--- src/imu_status_defs.svh ---
// register offsets, field positions and reset values of the status and time-stamp bank
`ifndef IMU_STATUS_DEFS_SVH
`define IMU_STATUS_DEFS_SVH

// ----------------------------------------------------------------------------
// register offsets
// ----------------------------------------------------------------------------
`define ADDR_OUTPUT_DATA_STATUS 8'h16
`define ADDR_MISC_STATUS 8'h17
`define ADDR_SAMPLE_STAMP_COUNT 8'h18
`define ADDR_ACCEL_X_LOW_BYTE 8'h19
`define ADDR_ACCEL_X_HIGH_BYTE 8'h1A
`define ADDR_LAST_OUTPUT_BYTE 8'h1A

// ----------------------------------------------------------------------------
// output_data_status fields
// ----------------------------------------------------------------------------
`define BIT_FUSION_OVERRUN 7
`define BIT_MAG_OVERRUN 6
`define BIT_GYRO_OVERRUN 5
`define BIT_ACCEL_OVERRUN 4
`define BIT_FUSION_NEW 3
`define BIT_MAG_VALID 2
`define BIT_GYRO_NEW 1
`define BIT_ACCEL_NEW 0

// ----------------------------------------------------------------------------
// misc_status fields
// ----------------------------------------------------------------------------
`define BIT_MOTION_WAKE 2
`define BIT_FIFO_READY 1
`define BIT_CMD_DONE 0

// ----------------------------------------------------------------------------
// reset values
// ----------------------------------------------------------------------------
`define RST_STATUS_BYTE 8'h00
`define RST_STAMP_COUNT 8'h00
`define RST_ACCEL_WORD 16'h0000
`define RST_READ_DATA 8'h00

`endif

--- src/imu_status_pkg.sv ---
// types shared by the status and time-stamp register bank
package imu_status_pkg;

  // --------------------------------------------------------------------------
  // output register update mode
  // --------------------------------------------------------------------------
  typedef enum logic [0:0] {
    ST_UPDATING = 1'b0,
    ST_FROZEN = 1'b1
  } update_state_e;

  // --------------------------------------------------------------------------
  // per-source sticky flags
  // --------------------------------------------------------------------------
  typedef struct packed {
    logic fusion_overrun;
    logic mag_overrun;
    logic gyro_overrun;
    logic accel_overrun;
    logic fusion_new;
    logic mag_valid;
    logic gyro_new;
    logic accel_new;
  } status_flags_s;

  // --------------------------------------------------------------------------
  // whole state of the bank
  // --------------------------------------------------------------------------
  typedef struct packed {
    update_state_e state;
    status_flags_s flags;
    logic motion_wake;
    logic [7:0] stamp;
    logic [15:0] accel_x_pending;
    logic [15:0] accel_x_out;
    logic [15:0] mag_pending;
    logic mag_pending_valid;
    logic [15:0] mag_out;
    logic data_ready;
    logic [7:0] rd_data;
  } bank_state_s;

endpackage : imu_status_pkg

--- src/imu_status_timestamp_regs.sv ---
// status, sample time-stamp and accel X output registers of the motion sensor
`timescale 1ns/100ps
`include "imu_status_defs.svh"

module imu_status_timestamp_regs
  import imu_status_pkg::*;
(
  input wire logic i_clk_sys, // 40 MHz device clock
  input wire logic i_sys_rst, // power-on reset, async, high
  input wire logic i_rd_en, // host register read strobe, one cycle
  input wire logic [7:0] i_rd_addr, // host register address
  output logic [7:0] o_rd_data, // read data, valid cycle after strobe
  input wire logic i_level_sync_sampling_select, // 1 = level mode, 0 = edge mode
  input wire logic i_odr_tick, // output data rate tick, pulse
  input wire logic i_fast_sample, // fastest sensor x/y/z set done, pulse
  input wire logic i_accel_new, // accelerometer sample, pulse
  input wire logic [15:0] i_accel_x, // accel X sample, two's complement
  input wire logic i_gyro_new, // gyroscope sample, pulse
  input wire logic i_mag_new, // magnetometer sample, pulse
  input wire logic [15:0] i_mag_sample, // magnetometer sample word
  input wire logic i_mag_enable, // magnetometer running, level
  input wire logic i_fusion_new, // fusion engine result, pulse
  input wire logic i_motion_wake, // wake-on-motion detected, pulse
  input wire logic i_fifo_ready, // FIFO has data for host, level
  input wire logic i_cmd_done, // host command completed, level
  output logic o_data_ready, // data-ready interrupt line
  output logic [15:0] o_mag_out // magnetometer word at output rate
);

  // --------------------------------------------------------------------------
  // helpers
  // --------------------------------------------------------------------------

  // new-data flag: set wins over the read clear so no sample is lost
  function automatic logic next_new(input logic cur, input logic evt, input logic clr);
    next_new = evt | (cur & ~clr);
  endfunction : next_new

  // overrun: a new sample lands while the previous one is still unread
  function automatic logic next_ovr(input logic cur, input logic pend, input logic evt,
                                    input logic clr);
    next_ovr = (evt & pend & ~clr) | (cur & ~clr);
  endfunction : next_ovr

  // --------------------------------------------------------------------------
  // state
  // --------------------------------------------------------------------------
  bank_state_s s_q;
  bank_state_s s_d;
  logic status_read;
  logic last_read;
  logic publish;
  logic [7:0] status_byte;
  logic [7:0] misc_byte;

  // host read decode
  assign status_read = i_rd_en & (i_rd_addr == `ADDR_OUTPUT_DATA_STATUS);
  assign last_read = i_rd_en & (i_rd_addr == `ADDR_LAST_OUTPUT_BYTE);

  // outputs only refresh at a tick while not frozen by a level-mode read
  assign publish = i_odr_tick & (s_q.state == ST_UPDATING);

  // status byte assembly from the flags
  always_comb begin
    status_byte = `RST_STATUS_BYTE;
    status_byte[`BIT_FUSION_OVERRUN] = s_q.flags.fusion_overrun;
    status_byte[`BIT_MAG_OVERRUN] = s_q.flags.mag_overrun;
    status_byte[`BIT_GYRO_OVERRUN] = s_q.flags.gyro_overrun;
    status_byte[`BIT_ACCEL_OVERRUN] = s_q.flags.accel_overrun;
    status_byte[`BIT_FUSION_NEW] = s_q.flags.fusion_new;
    status_byte[`BIT_MAG_VALID] = s_q.flags.mag_valid;
    status_byte[`BIT_GYRO_NEW] = s_q.flags.gyro_new;
    status_byte[`BIT_ACCEL_NEW] = s_q.flags.accel_new;
  end

  // misc status byte; reserved bits 7:3 read zero
  always_comb begin
    misc_byte = `RST_STATUS_BYTE;
    misc_byte[`BIT_MOTION_WAKE] = s_q.motion_wake;
    misc_byte[`BIT_FIFO_READY] = i_fifo_ready;
    misc_byte[`BIT_CMD_DONE] = i_cmd_done;
  end

  // --------------------------------------------------------------------------
  // next-state logic
  // --------------------------------------------------------------------------
  always_comb begin
    s_d = s_q;

    // sticky new-data and overrun flags, cleared by a status read
    s_d.flags.accel_new = next_new(s_q.flags.accel_new, i_accel_new, status_read);
    s_d.flags.gyro_new = next_new(s_q.flags.gyro_new, i_gyro_new, status_read);
    s_d.flags.fusion_new = next_new(s_q.flags.fusion_new, i_fusion_new, status_read);
    s_d.flags.accel_overrun = next_ovr(s_q.flags.accel_overrun, s_q.flags.accel_new,
                                       i_accel_new, status_read);
    s_d.flags.gyro_overrun = next_ovr(s_q.flags.gyro_overrun, s_q.flags.gyro_new,
                                      i_gyro_new, status_read);
    s_d.flags.fusion_overrun = next_ovr(s_q.flags.fusion_overrun, s_q.flags.fusion_new,
                                        i_fusion_new, status_read);
    // mag overrun: a pending sample not yet published gets replaced
    s_d.flags.mag_overrun = next_ovr(s_q.flags.mag_overrun, s_q.mag_pending_valid & ~publish,
                                     i_mag_new, status_read);

    // mag valid is a level, not cleared by a read: data repeats every tick
    if (!i_mag_enable) begin
      s_d.flags.mag_valid = 1'b0;
    end else if (publish && (s_q.mag_pending_valid || s_q.flags.mag_valid)) begin
      s_d.flags.mag_valid = 1'b1;
    end

    // wake-on-motion latches; the wider device owns its clearing
    s_d.motion_wake = s_q.motion_wake | i_motion_wake;

    // time stamp counter, 8-bit natural wrap 0xFF -> 0x00
    if (i_fast_sample) begin
      s_d.stamp = s_q.stamp + 8'h01;
    end

    // capture the latest accel and mag samples between ticks
    if (i_accel_new) begin
      s_d.accel_x_pending = i_accel_x;
    end
    if (i_mag_new) begin
      s_d.mag_pending = i_mag_sample;
      s_d.mag_pending_valid = 1'b1;
    end

    // publish at the tick; a slow mag simply leaves mag_out repeating
    if (publish) begin
      s_d.accel_x_out = s_q.accel_x_pending;
      if (s_q.mag_pending_valid) begin
        s_d.mag_out = s_q.mag_pending;
      end
      s_d.mag_pending_valid = i_mag_new;
    end

    // data-ready: pulse per tick in edge mode, level until read in level mode
    if (!i_level_sync_sampling_select) begin
      s_d.data_ready = i_odr_tick;
    end else if (status_read) begin
      s_d.data_ready = 1'b0;
    end else if (publish) begin
      s_d.data_ready = 1'b1;
    end

    // freeze control
    unique case (s_q.state)
      ST_UPDATING: begin
        if (i_level_sync_sampling_select && status_read) begin
          s_d.state = ST_FROZEN;
        end
      end
      ST_FROZEN: begin
        // leaving level mode also releases, else outputs would stall forever
        if (last_read || !i_level_sync_sampling_select) begin
          s_d.state = ST_UPDATING;
        end
      end
    endcase

    // registered read data
    if (i_rd_en) begin
      unique case (i_rd_addr)
        `ADDR_OUTPUT_DATA_STATUS: s_d.rd_data = status_byte;
        `ADDR_MISC_STATUS: s_d.rd_data = misc_byte;
        `ADDR_SAMPLE_STAMP_COUNT: s_d.rd_data = s_q.stamp;
        `ADDR_ACCEL_X_LOW_BYTE: s_d.rd_data = s_q.accel_x_out[7:0];
        `ADDR_ACCEL_X_HIGH_BYTE: s_d.rd_data = s_q.accel_x_out[15:8];
        default: s_d.rd_data = `RST_READ_DATA;
      endcase
    end
  end

  // --------------------------------------------------------------------------
  // state register
  // --------------------------------------------------------------------------
  always_ff @(posedge i_clk_sys or posedge i_sys_rst) begin
    if (i_sys_rst) begin
      s_q <= '0;
      s_q.state <= ST_UPDATING;
      s_q.stamp <= `RST_STAMP_COUNT;
      s_q.accel_x_out <= `RST_ACCEL_WORD;
      s_q.rd_data <= `RST_READ_DATA;
    end else begin
      s_q <= s_d;
    end
  end

  // outputs straight from flops
  assign o_rd_data = s_q.rd_data;
  assign o_data_ready = s_q.data_ready;
  assign o_mag_out = s_q.mag_out;

endmodule : imu_status_timestamp_regs

--- config.mk ---
export PLATFORM = sky130hd
export DESIGN_NAME = imu_status_timestamp_regs
export DESIGN_NICKNAME = d
export VERILOG_FILES = /design/src/imu_status_pkg.sv /design/src/imu_status_timestamp_regs.sv
export VERILOG_INCLUDE_DIRS = /design/src /design/src/src
export SDC_FILE = /design/constraint.sdc
export NUM_CORES = 1
export LEC_CHECK = 0
export ABC_AREA = 1
export BUFFER_PORTS_ARGS = -buffer_cell sky130_fd_sc_hd__buf_2
export CORE_UTILIZATION = 38
export CTS_CLUSTER_DIAMETER = 150
export DETAILED_ROUTE_END_ITERATION = 16
export PLACE_DENSITY = 0.62
export SYNTH_ARGS = -nofsm -noshare
export SYNTH_HDL_FRONTEND = slang
export SYNTH_SLANG_ARGS = --single-unit
--- constraint.sdc ---
create_clock -name i_clk_sys -period 6.45 [get_ports i_clk_sys]
set_clock_uncertainty 0.15 [all_clocks]
set_input_delay 0.9675 -clock i_clk_sys [delete_from_list [all_inputs] [get_ports i_clk_sys]]
set_output_delay 0.9675 -clock i_clk_sys [all_outputs]
set_load 0.01 [all_outputs]
Word level (Yosys, flattened, before mapping)

Index checks and enable logic that the tools add are counted.

Flip-flop bits (word level): 92
Word-level logic and storage cells: 75
Input bits: 54

$add $sub $neg: 1
Eq/ne operators: 7
Reductions and logical operators: 7
Muxes and demuxes: 12
Bitwise logic cells: 30

Operator list:

| cell                  | number |
|---|---|
| $eq A8 B5 Y1 const B  | 5 |
| $pmux W8 S5           | 1 |
| $and A1 B1 Y1         | 19 |
| $mux W17              | 1 |
| $mux W16              | 1 |
| $add A8 B1 Y8 const B | 1 |
| $mux W1               | 8 |
| $or A1 B1 Y1          | 8 |
| $ne A3 B1 Y1 const B  | 1 |
| $not A1 Y1            | 3 |
| $logic_and A1 B1 Y1   | 2 |
| $logic_or A1 B1 Y1    | 2 |
| $ne A2 B1 Y1 const B  | 1 |
| $pmux W1 S2           | 1 |
| $reduce_and A2 Y1     | 1 |
| $reduce_bool A2 Y1    | 1 |
| $logic_not A1 Y1      | 1 |

Longest topological paths before layout

Gate-level depths: netlist of the first run.

Depth in word-level cells: 7
Depth in mapped cells: 9
Gate-level depth less buffers: 7

Worst setup path before layout of the first run

No wires, ideal clock.

Path type: input-to-reg
Start point: input i_rd_addr[5]
End point: register s_q (netlist bit o_data_ready)
Setup time: 129 ps
Arrival: 1,603 ps
Slack: 4,568 ps
Stages on the path: 7
Cell sequence: inv_1 > nand2_2 > nor2_4 > buf_4 > nand3_1 > nor2_2 > o22ai_1

Word-level cells in the longest chain between the ends: 4
Elaborated cells on any way between the ends: 5
Those cells by class: eq/ne (2); mux (2); bitwise (1)

Ends and longest elaborated chain:

| item              | line                             | text |
|---|---|---|
| start, declared   | imu_status_timestamp_regs.sv:11  | `input wire logic [7:0] i_rd_addr,` |
| $eq A8 B5 Y1 (*)  | --                               |  |
| $and A1 B1 Y1 (*) | imu_status_timestamp_regs.sv:57  | `` assign status_read = i_rd_en & (i_rd_addr == `ADDR_OUTPUT_DATA_STATUS); `` |
| $mux W1           | imu_status_timestamp_regs.sv:140 | `end else if (status_read) begin` |
| $mux W1           | imu_status_timestamp_regs.sv:138 | `if (!i_level_sync_sampling_select) begin` |
| end, declared     | imu_status_timestamp_regs.sv:48  | `bank_state_s s_q;` |

Every way passes the cells marked *; elsewhere a longest branch is shown, timed or not.
A chain may end at the register's enable or synchronous reset.

Worst setup path in the final report of the first run

Start point: input i_odr_tick
End point: register s_q[85] (netlist name)

Word-level cells in the longest chain between the ends: 3

Ends and longest elaborated chain:

| item                          | line                             | text |
|---|---|---|
| start, declared               | imu_status_timestamp_regs.sv:14  | `input wire logic i_odr_tick,` |
| $and A1 B1 Y1                 | imu_status_timestamp_regs.sv:61  | `assign publish = i_odr_tick & (s_q.state == ST_UPDATING);` |
| $logic_and A1 B1 Y1           | imu_status_timestamp_regs.sv:107 | `end else if (publish && (s_q.mag_pending_valid \|\| s_q.flags.mag_valid)) begin` |
| $ne A2 B1 Y1 (no source line) | --                               |  |

Every way passes these cells.

==> flow_summary.ini, run 1 <==
[yosys]
seq_area_frac_synth = 0.5667
synth_largest_area_cell = dfrtp_1
netlist_area_sq_um = 4063
syn_inst = 451
yosys.area.top_type_share = 0.5667
ys.flop_type = dfrtp_1
syn-num-nets = 506
synth-seq-cells = 92
ys_async_sr_fraction = 1.000
synth.area.top_cells = dfrtp_1 57%, nand2_1 9.1%, inv_1 5.0%
synth_common_cells = 99 x nand2_1, 92 x dfrtp_1, 54 x inv_1
synth_most_common_cell = nand2_1
syn_area_per_cell_sq_um = 9.008
ys_warn_count = 0
yosysUniqueCellTypes = 26
synth_edf_count = 0

[clock_tree]
post_cts_resized = 0
tritoncts = done
cts_made_buffers = 9
cts_sinks = 92
cts.clk_slew.worst_paths_ps = 90
htree_levels = 3
cts_setup_buffers = 0
clockBufferDepth = 2
hold_buffers = 0
clkLatencyLatePin_ps = 360
root_buffer = clkbuf_8

[floorplan]
die_h_um = 105.4
io_pins = 79
initial_core_util = 0.3935
dieWidth_um = 105.4
coreArea_sq_um = 10320
die_area_sq_um = 11110
rows = 37

[global_routing]
antenna_found_initial = 0
gr-usage-all-layers = 0.1608
grt_pass1_wl_mm = 14.08
grt-ovfl-total = 0
grt_pass1_vias = 3019
grt_max_degree = 93

[place]
portBuffers = 78
dp_cells = 625
gp_congestion = 0.7900
dpl.hpwl_mm = 5.577

[worst_setup_path]
r2r_slack_ps = 4550
worstSetupEndpointType = flop
arrival_ps = 2320
crit_type = in -> reg
crit_fanout = 33
crit_path_start_kind = primary input
crit_required_ps = 6570

[timing]
tns_ps = 0
hold_viol = 0
period_share = 0.3420
tightest_slew_ps = 1146
relSlewSlack = 0.2359
finalSetupViolCount = 0
drv_slew = 0
rsz0062_at_grt = no
finalCriticalPeriod_ps = 2206
fmax_mhz = 453.3

[pwr]
clkPwrFrac = 0.315
p_comb_frac = 0.132
p_sw_frac = 0.2722
peakVddDrop_uv = 140.3
cellLeakagePower_nw = 2.343
p_sw_mw = 0.3418
share_seq_of_total_power = 0.553
p_per_area_nw_per_um2 = 275.5
p_int_mw = 0.9141

[finish]
fin_cells = 641
nets = 555
fill_cells = 1025
antenna_cells = 0
drive_gt1_frac = 0.2238
area_growth_pct = 12.23

[detailed_routing]
wl_mm = 7.940
post_drt_wl_per_cell_um = 12.39
post-route-drc-count = 0
antenna_left = 0
num_vias = 2941
vias_per_cell = 4.588
drt_pass1_iterations = 5
drt_iter0_markers = 148

[min_path]
hold_path_class = reg -> reg

[run_status]
status = finished clean

[run]
cap_violations = 0
-- worst max-delay path, cell delays in order --
cell      delay, ps
buf_2            90
inv_1            50
nor2_1          180
nand2_1         630
a21boi_0        400
-- power groups by stage --
stage / clock [mW] / combinational [mW] / sequential, mW
floorplan: 0 / 0.138 / 0.691
global placement: 0 / 0.164 / 0.704
detailed placement: 0 / 0.170 / 0.705
CTS: 0.411 / 0.170 / 0.695
global route: 0.432 / 0.192 / 0.703
finish: 0.396 / 0.166 / 0.695
-- flip-flops by register name (all words and copies together) (netlist names) --
signal and flops:
s_q 66, o_data_ready 1, o_mag_out 16, misc_byte 1
o_rd_data 8
-- cell type report --
| cell class | instances | area (sq um) | area share |
|---|---|---|---|
| clock buffer | 12 | 155.1 | 0.03403 |
| sequential | 92 | 2302 | 0.5049 |
| tap | 136 | 170.2 | 0.03732 |
| clock inverter | 4 | 47.55 | 0.01043 |
| timing repair buffer | 79 | 397.9 | 0.08727 |
| multi-input combinational | 260 | 1267 | 0.2780 |
| inverter | 58 | 219.0 | 0.04802 |
-- worst paths after layout --
check | startpoint | to | cells after the start
setup / recovery | i_odr_tick | s_q[85] | 5
hold / removal | o_rd_data[7] | o_rd_data[7] | 2
setup reg to reg | s_q[91] | s_q[85] | 3
hold reg to reg | o_rd_data[7] | o_rd_data[7] | 2
max in group asynchronous | i_sys_rst | o_rd_data[0] | 3
min in group asynchronous | i_sys_rst | s_q[60] | 3
-- metrics by stage --
step | utilization | setup slack (ps) | cell area (sq um) | hold slack (ps) | power (mW)
after floorplan | - | 2941 | 4063 | 290.3 | 0.8287
after CTS | 0.4416 | 4208 | 4559 | 329.3 | 1.276
after global routing | 0.4416 | 4031 | 4559 | 348.8 | 1.327
final | 0.4416 | 4244 | 4559 | 328.4 | 1.256
after detailed placement | 0.4220 | 3816 | 4357 | 312.3 | 0.8754
after global placement | 0.4220 | 3886 | 4357 | 307.1 | 0.8680
-- placed cells by master (no fill, tap or decap) --
cell        count
clkbuf_1        1
buf_2          78
dfrtp_1        92
xor2_1          4
or2_2           2
xnor2_1         2
o21ai_0        33
clkinvlp_4      1
o21ai_1        33
inv_2           4
nor2_2          2
clkbuf_8       11
nand3_1        35
nand2_2         4
nand4_1        12
nor2_1         13
a21oi_1         8
nand2_1        99
a21boi_0        1
o22ai_1         1
bufinv_16       1
clkinv_2        3
mux2_2          1
a21o_1          1
ha_1            1
inv_1          53
nor2_4          5
buf_4           1
o21bai_1        3
-- cell families (layout without fill, tap and decap cells) --
group                    count (synthesis)  after routing  synth area share
AO/OA/AOI/OAI                           80             80            0.1019
adder cells (fa/ha/maj)                  1              1          0.003079
multiplexers                             1              1          0.002772
XOR/XNOR                                 6              6           0.01293
flip-flops                              92             92            0.5667
buffers and inverters                   99            153            0.1213
AND/OR/NAND/NOR                        172            172            0.1913
-- layer usage --
metal / part of all wire / GRT usage / vias up
met2: 0.48 / 0.2547 / 42
li1: - / - / 1507
met3: 0.024 / 0.02412 / 7
met1: 0.48 / 0.2126 / 1385
met4: 0.015 / 0.08753 / 0
met5: 0 / 0 / -
No activity file was read; power rests on OpenSTA's default activity.
==> run 2, diff against run 1 <==
--- a/config.mk
+++ b/config.mk
@@ -11,7 +11,7 @@
 export CORE_UTILIZATION = 38
 export CTS_CLUSTER_DIAMETER = 150
 export DETAILED_ROUTE_END_ITERATION = 16
-export PLACE_DENSITY = 0.62
+export PLACE_DENSITY = 0.65
 export SYNTH_ARGS = -nofsm -noshare
 export SYNTH_HDL_FRONTEND = slang
 export SYNTH_SLANG_ARGS = --single-unit
==> constraint.sdc (replaced) <==
create_clock -name i_clk_sys -period 1.8 [get_ports i_clk_sys]
set_clock_uncertainty 0.15 [all_clocks]
set_input_delay 0.27 -clock i_clk_sys [delete_from_list [all_inputs] [get_ports i_clk_sys]]
set_output_delay 0.27 -clock i_clk_sys [all_outputs]
set_load 0.01 [all_outputs]
==> run 2 against run 1 <==
- routed wire length up 2.4%
- count of clock-buffer cells in the layout unchanged
- critical path type unchanged
- hold slack worse by 290 ps
- sequential cell count unchanged
- register-to-register slack worse by 4100 ps
- global-route usage down 0.14 points
- final cell count up 6.4%
- critical path depth up 2
- core utilization up 4.5 points
- via count up 4.7%
- sequential share of layout area down 4.6 points
==> flow_summary.ini, run 2 (synthesized netlist as in run 1, its figures left out) <==
[run_status]
status = finished clean

[clock_tree]
clkLatencyLatePin_ps = 360
clockBufferDepth = 2
cts_sinks = 92
tritoncts = done
cts.clk_slew.worst_paths_ps = 80
htree_levels = 3
root_buffer = clkbuf_8
post_cts_resized = 0
hold_buffers = 39
cts_setup_buffers = 0
cts_made_buffers = 9

[pwr]
p_sw_mw = 1.255
p_sw_frac = 0.2648
clkPwrFrac = 0.332
cellLeakagePower_nw = 2.536
p_per_area_nw_per_um2 = 943.6
p_int_mw = 3.484
p_comb_frac = 0.143
peakVddDrop_uv = 318.3
share_seq_of_total_power = 0.525

[finish]
nets = 597
fill_cells = 999
antenna_cells = 0
final_common_cell = nand2_1
utilization = 0.4864
largest_reg_flops = 66
drive_gt1_frac = 0.2106
final_cell_mix = 99 x nand2_1, 92 x dfrtp_1, 78 x buf_2
regMostFlops = s_q
area_growth_pct = 23.59

[timing]
finalSetupViolCount = 0
fmax_mhz = 681.8
relSlewSlack = 0.6617
tns_ps = 0
rsz0062_at_grt = no
hold_viol = 0
hold_slack_ps = 33.51
period_share = 0.8149
drv_slew = 0
finalCriticalPeriod_ps = 1467
setup_ws_ps = 333.2
tightest_slew_ps = 507.4

[detailed_routing]
post_drt_wl_per_cell_um = 11.93
wl_mm = 8.133
drt_pass1_iterations = 4
antenna_left = 0
num_vias = 3079
vias_per_cell = 4.515
drt_iter0_markers = 134
post-route-drc-count = 0

[global_routing]
antenna_found_initial = 0
grt_max_degree = 93
grt_pass1_vias = 2956
grt_pass1_wl_mm = 13.83
gr-usage-all-layers = 0.1594
grt-ovfl-total = 0

[worst_setup_path]
arrival_ps = 1570
crit_fanout = 5
crit_type = in -> reg
crit_path_start_kind = primary input
crit_required_ps = 1900
worstSetupEndpointType = flop

[floorplan]
coreArea_sq_um = 10320
rows = 37
io_pins = 79
dieWidth_um = 105.4
initial_core_util = 0.3935
die_h_um = 105.4
die_area_sq_um = 11110

[place]
portBuffers = 78
gp_congestion = 0.8451
dpl.hpwl_mm = 5.538
place_ws_ps = 370.3

[min_path]
hold_path_class = in -> reg

[run]
cap_violations = 0
==> run 2: through the flow <==
stage / cells / cell area, sq um / power [mW]
detailed placement: 628 / 4407 / 3.155
floorplan: 451 / 4066 / 2.970
finish: 682 / 5021 / 4.738
CTS: 682 / 5021 / 4.800
global route: 682 / 5021 / 4.986
global placement: 628 / 4407 / 3.122
==> run 2: routing by layer <==
layer	part of all wire	global-route usage
met5	0	0
met4	0.032	0.09658
met3	0.035	0.03463
met2	0.46	0.2533
met1	0.47	0.1987
==> run 2: critical path, stage by stage <==
cell	delay (ps)
dlygate4sd3_1	520
buf_2	150
nand2_1	60
nor2_1	220
nand4_1	140
xor2_1	150
inv_1	60
==> run 2: worst paths after layout <==
path,start,endpoint,slack [ps],depth (start not counted)
min reg2reg,misc_byte[2],misc_byte[2],330,1
min,i_odr_tick,o_data_ready,30,3
max in group asynchronous,i_sys_rst,s_q[41],700,4
min in group asynchronous,i_sys_rst,s_q[65],410,4
max reg2reg,s_q[91],s_q[89],440,4
max,i_fast_sample,s_q[81],330,7
==> run 2: cell type report <==
| cell class | instances | area, sq um | share of cell area |
|---|---|---|---|
| clock buffers | 12 | 155.1 | 0.03090 |
| clock inverters | 3 | 68.82 | 0.01371 |
| inverters | 58 | 221.5 | 0.04411 |
| multi-input cells | 260 | 1267 | 0.2524 |
| flip-flops and latches | 92 | 2302 | 0.4585 |
| well taps | 136 | 170.2 | 0.03389 |
| repair buffers | 121 | 835.8 | 0.1665 |
==> run 2: power by group through the flow <==
| stage | logic, mW | clock network [mW] | registers [mW] |
|---|---|---|---|
| floorplan | 0.495 | 0 | 2.48 |
| global placement | 0.599 | 0 | 2.52 |
| detailed placement | 0.625 | 0 | 2.53 |
| CTS | 0.693 | 1.62 | 2.49 |
| global route | 0.779 | 1.68 | 2.52 |
| finish | 0.679 | 1.57 | 2.49 |
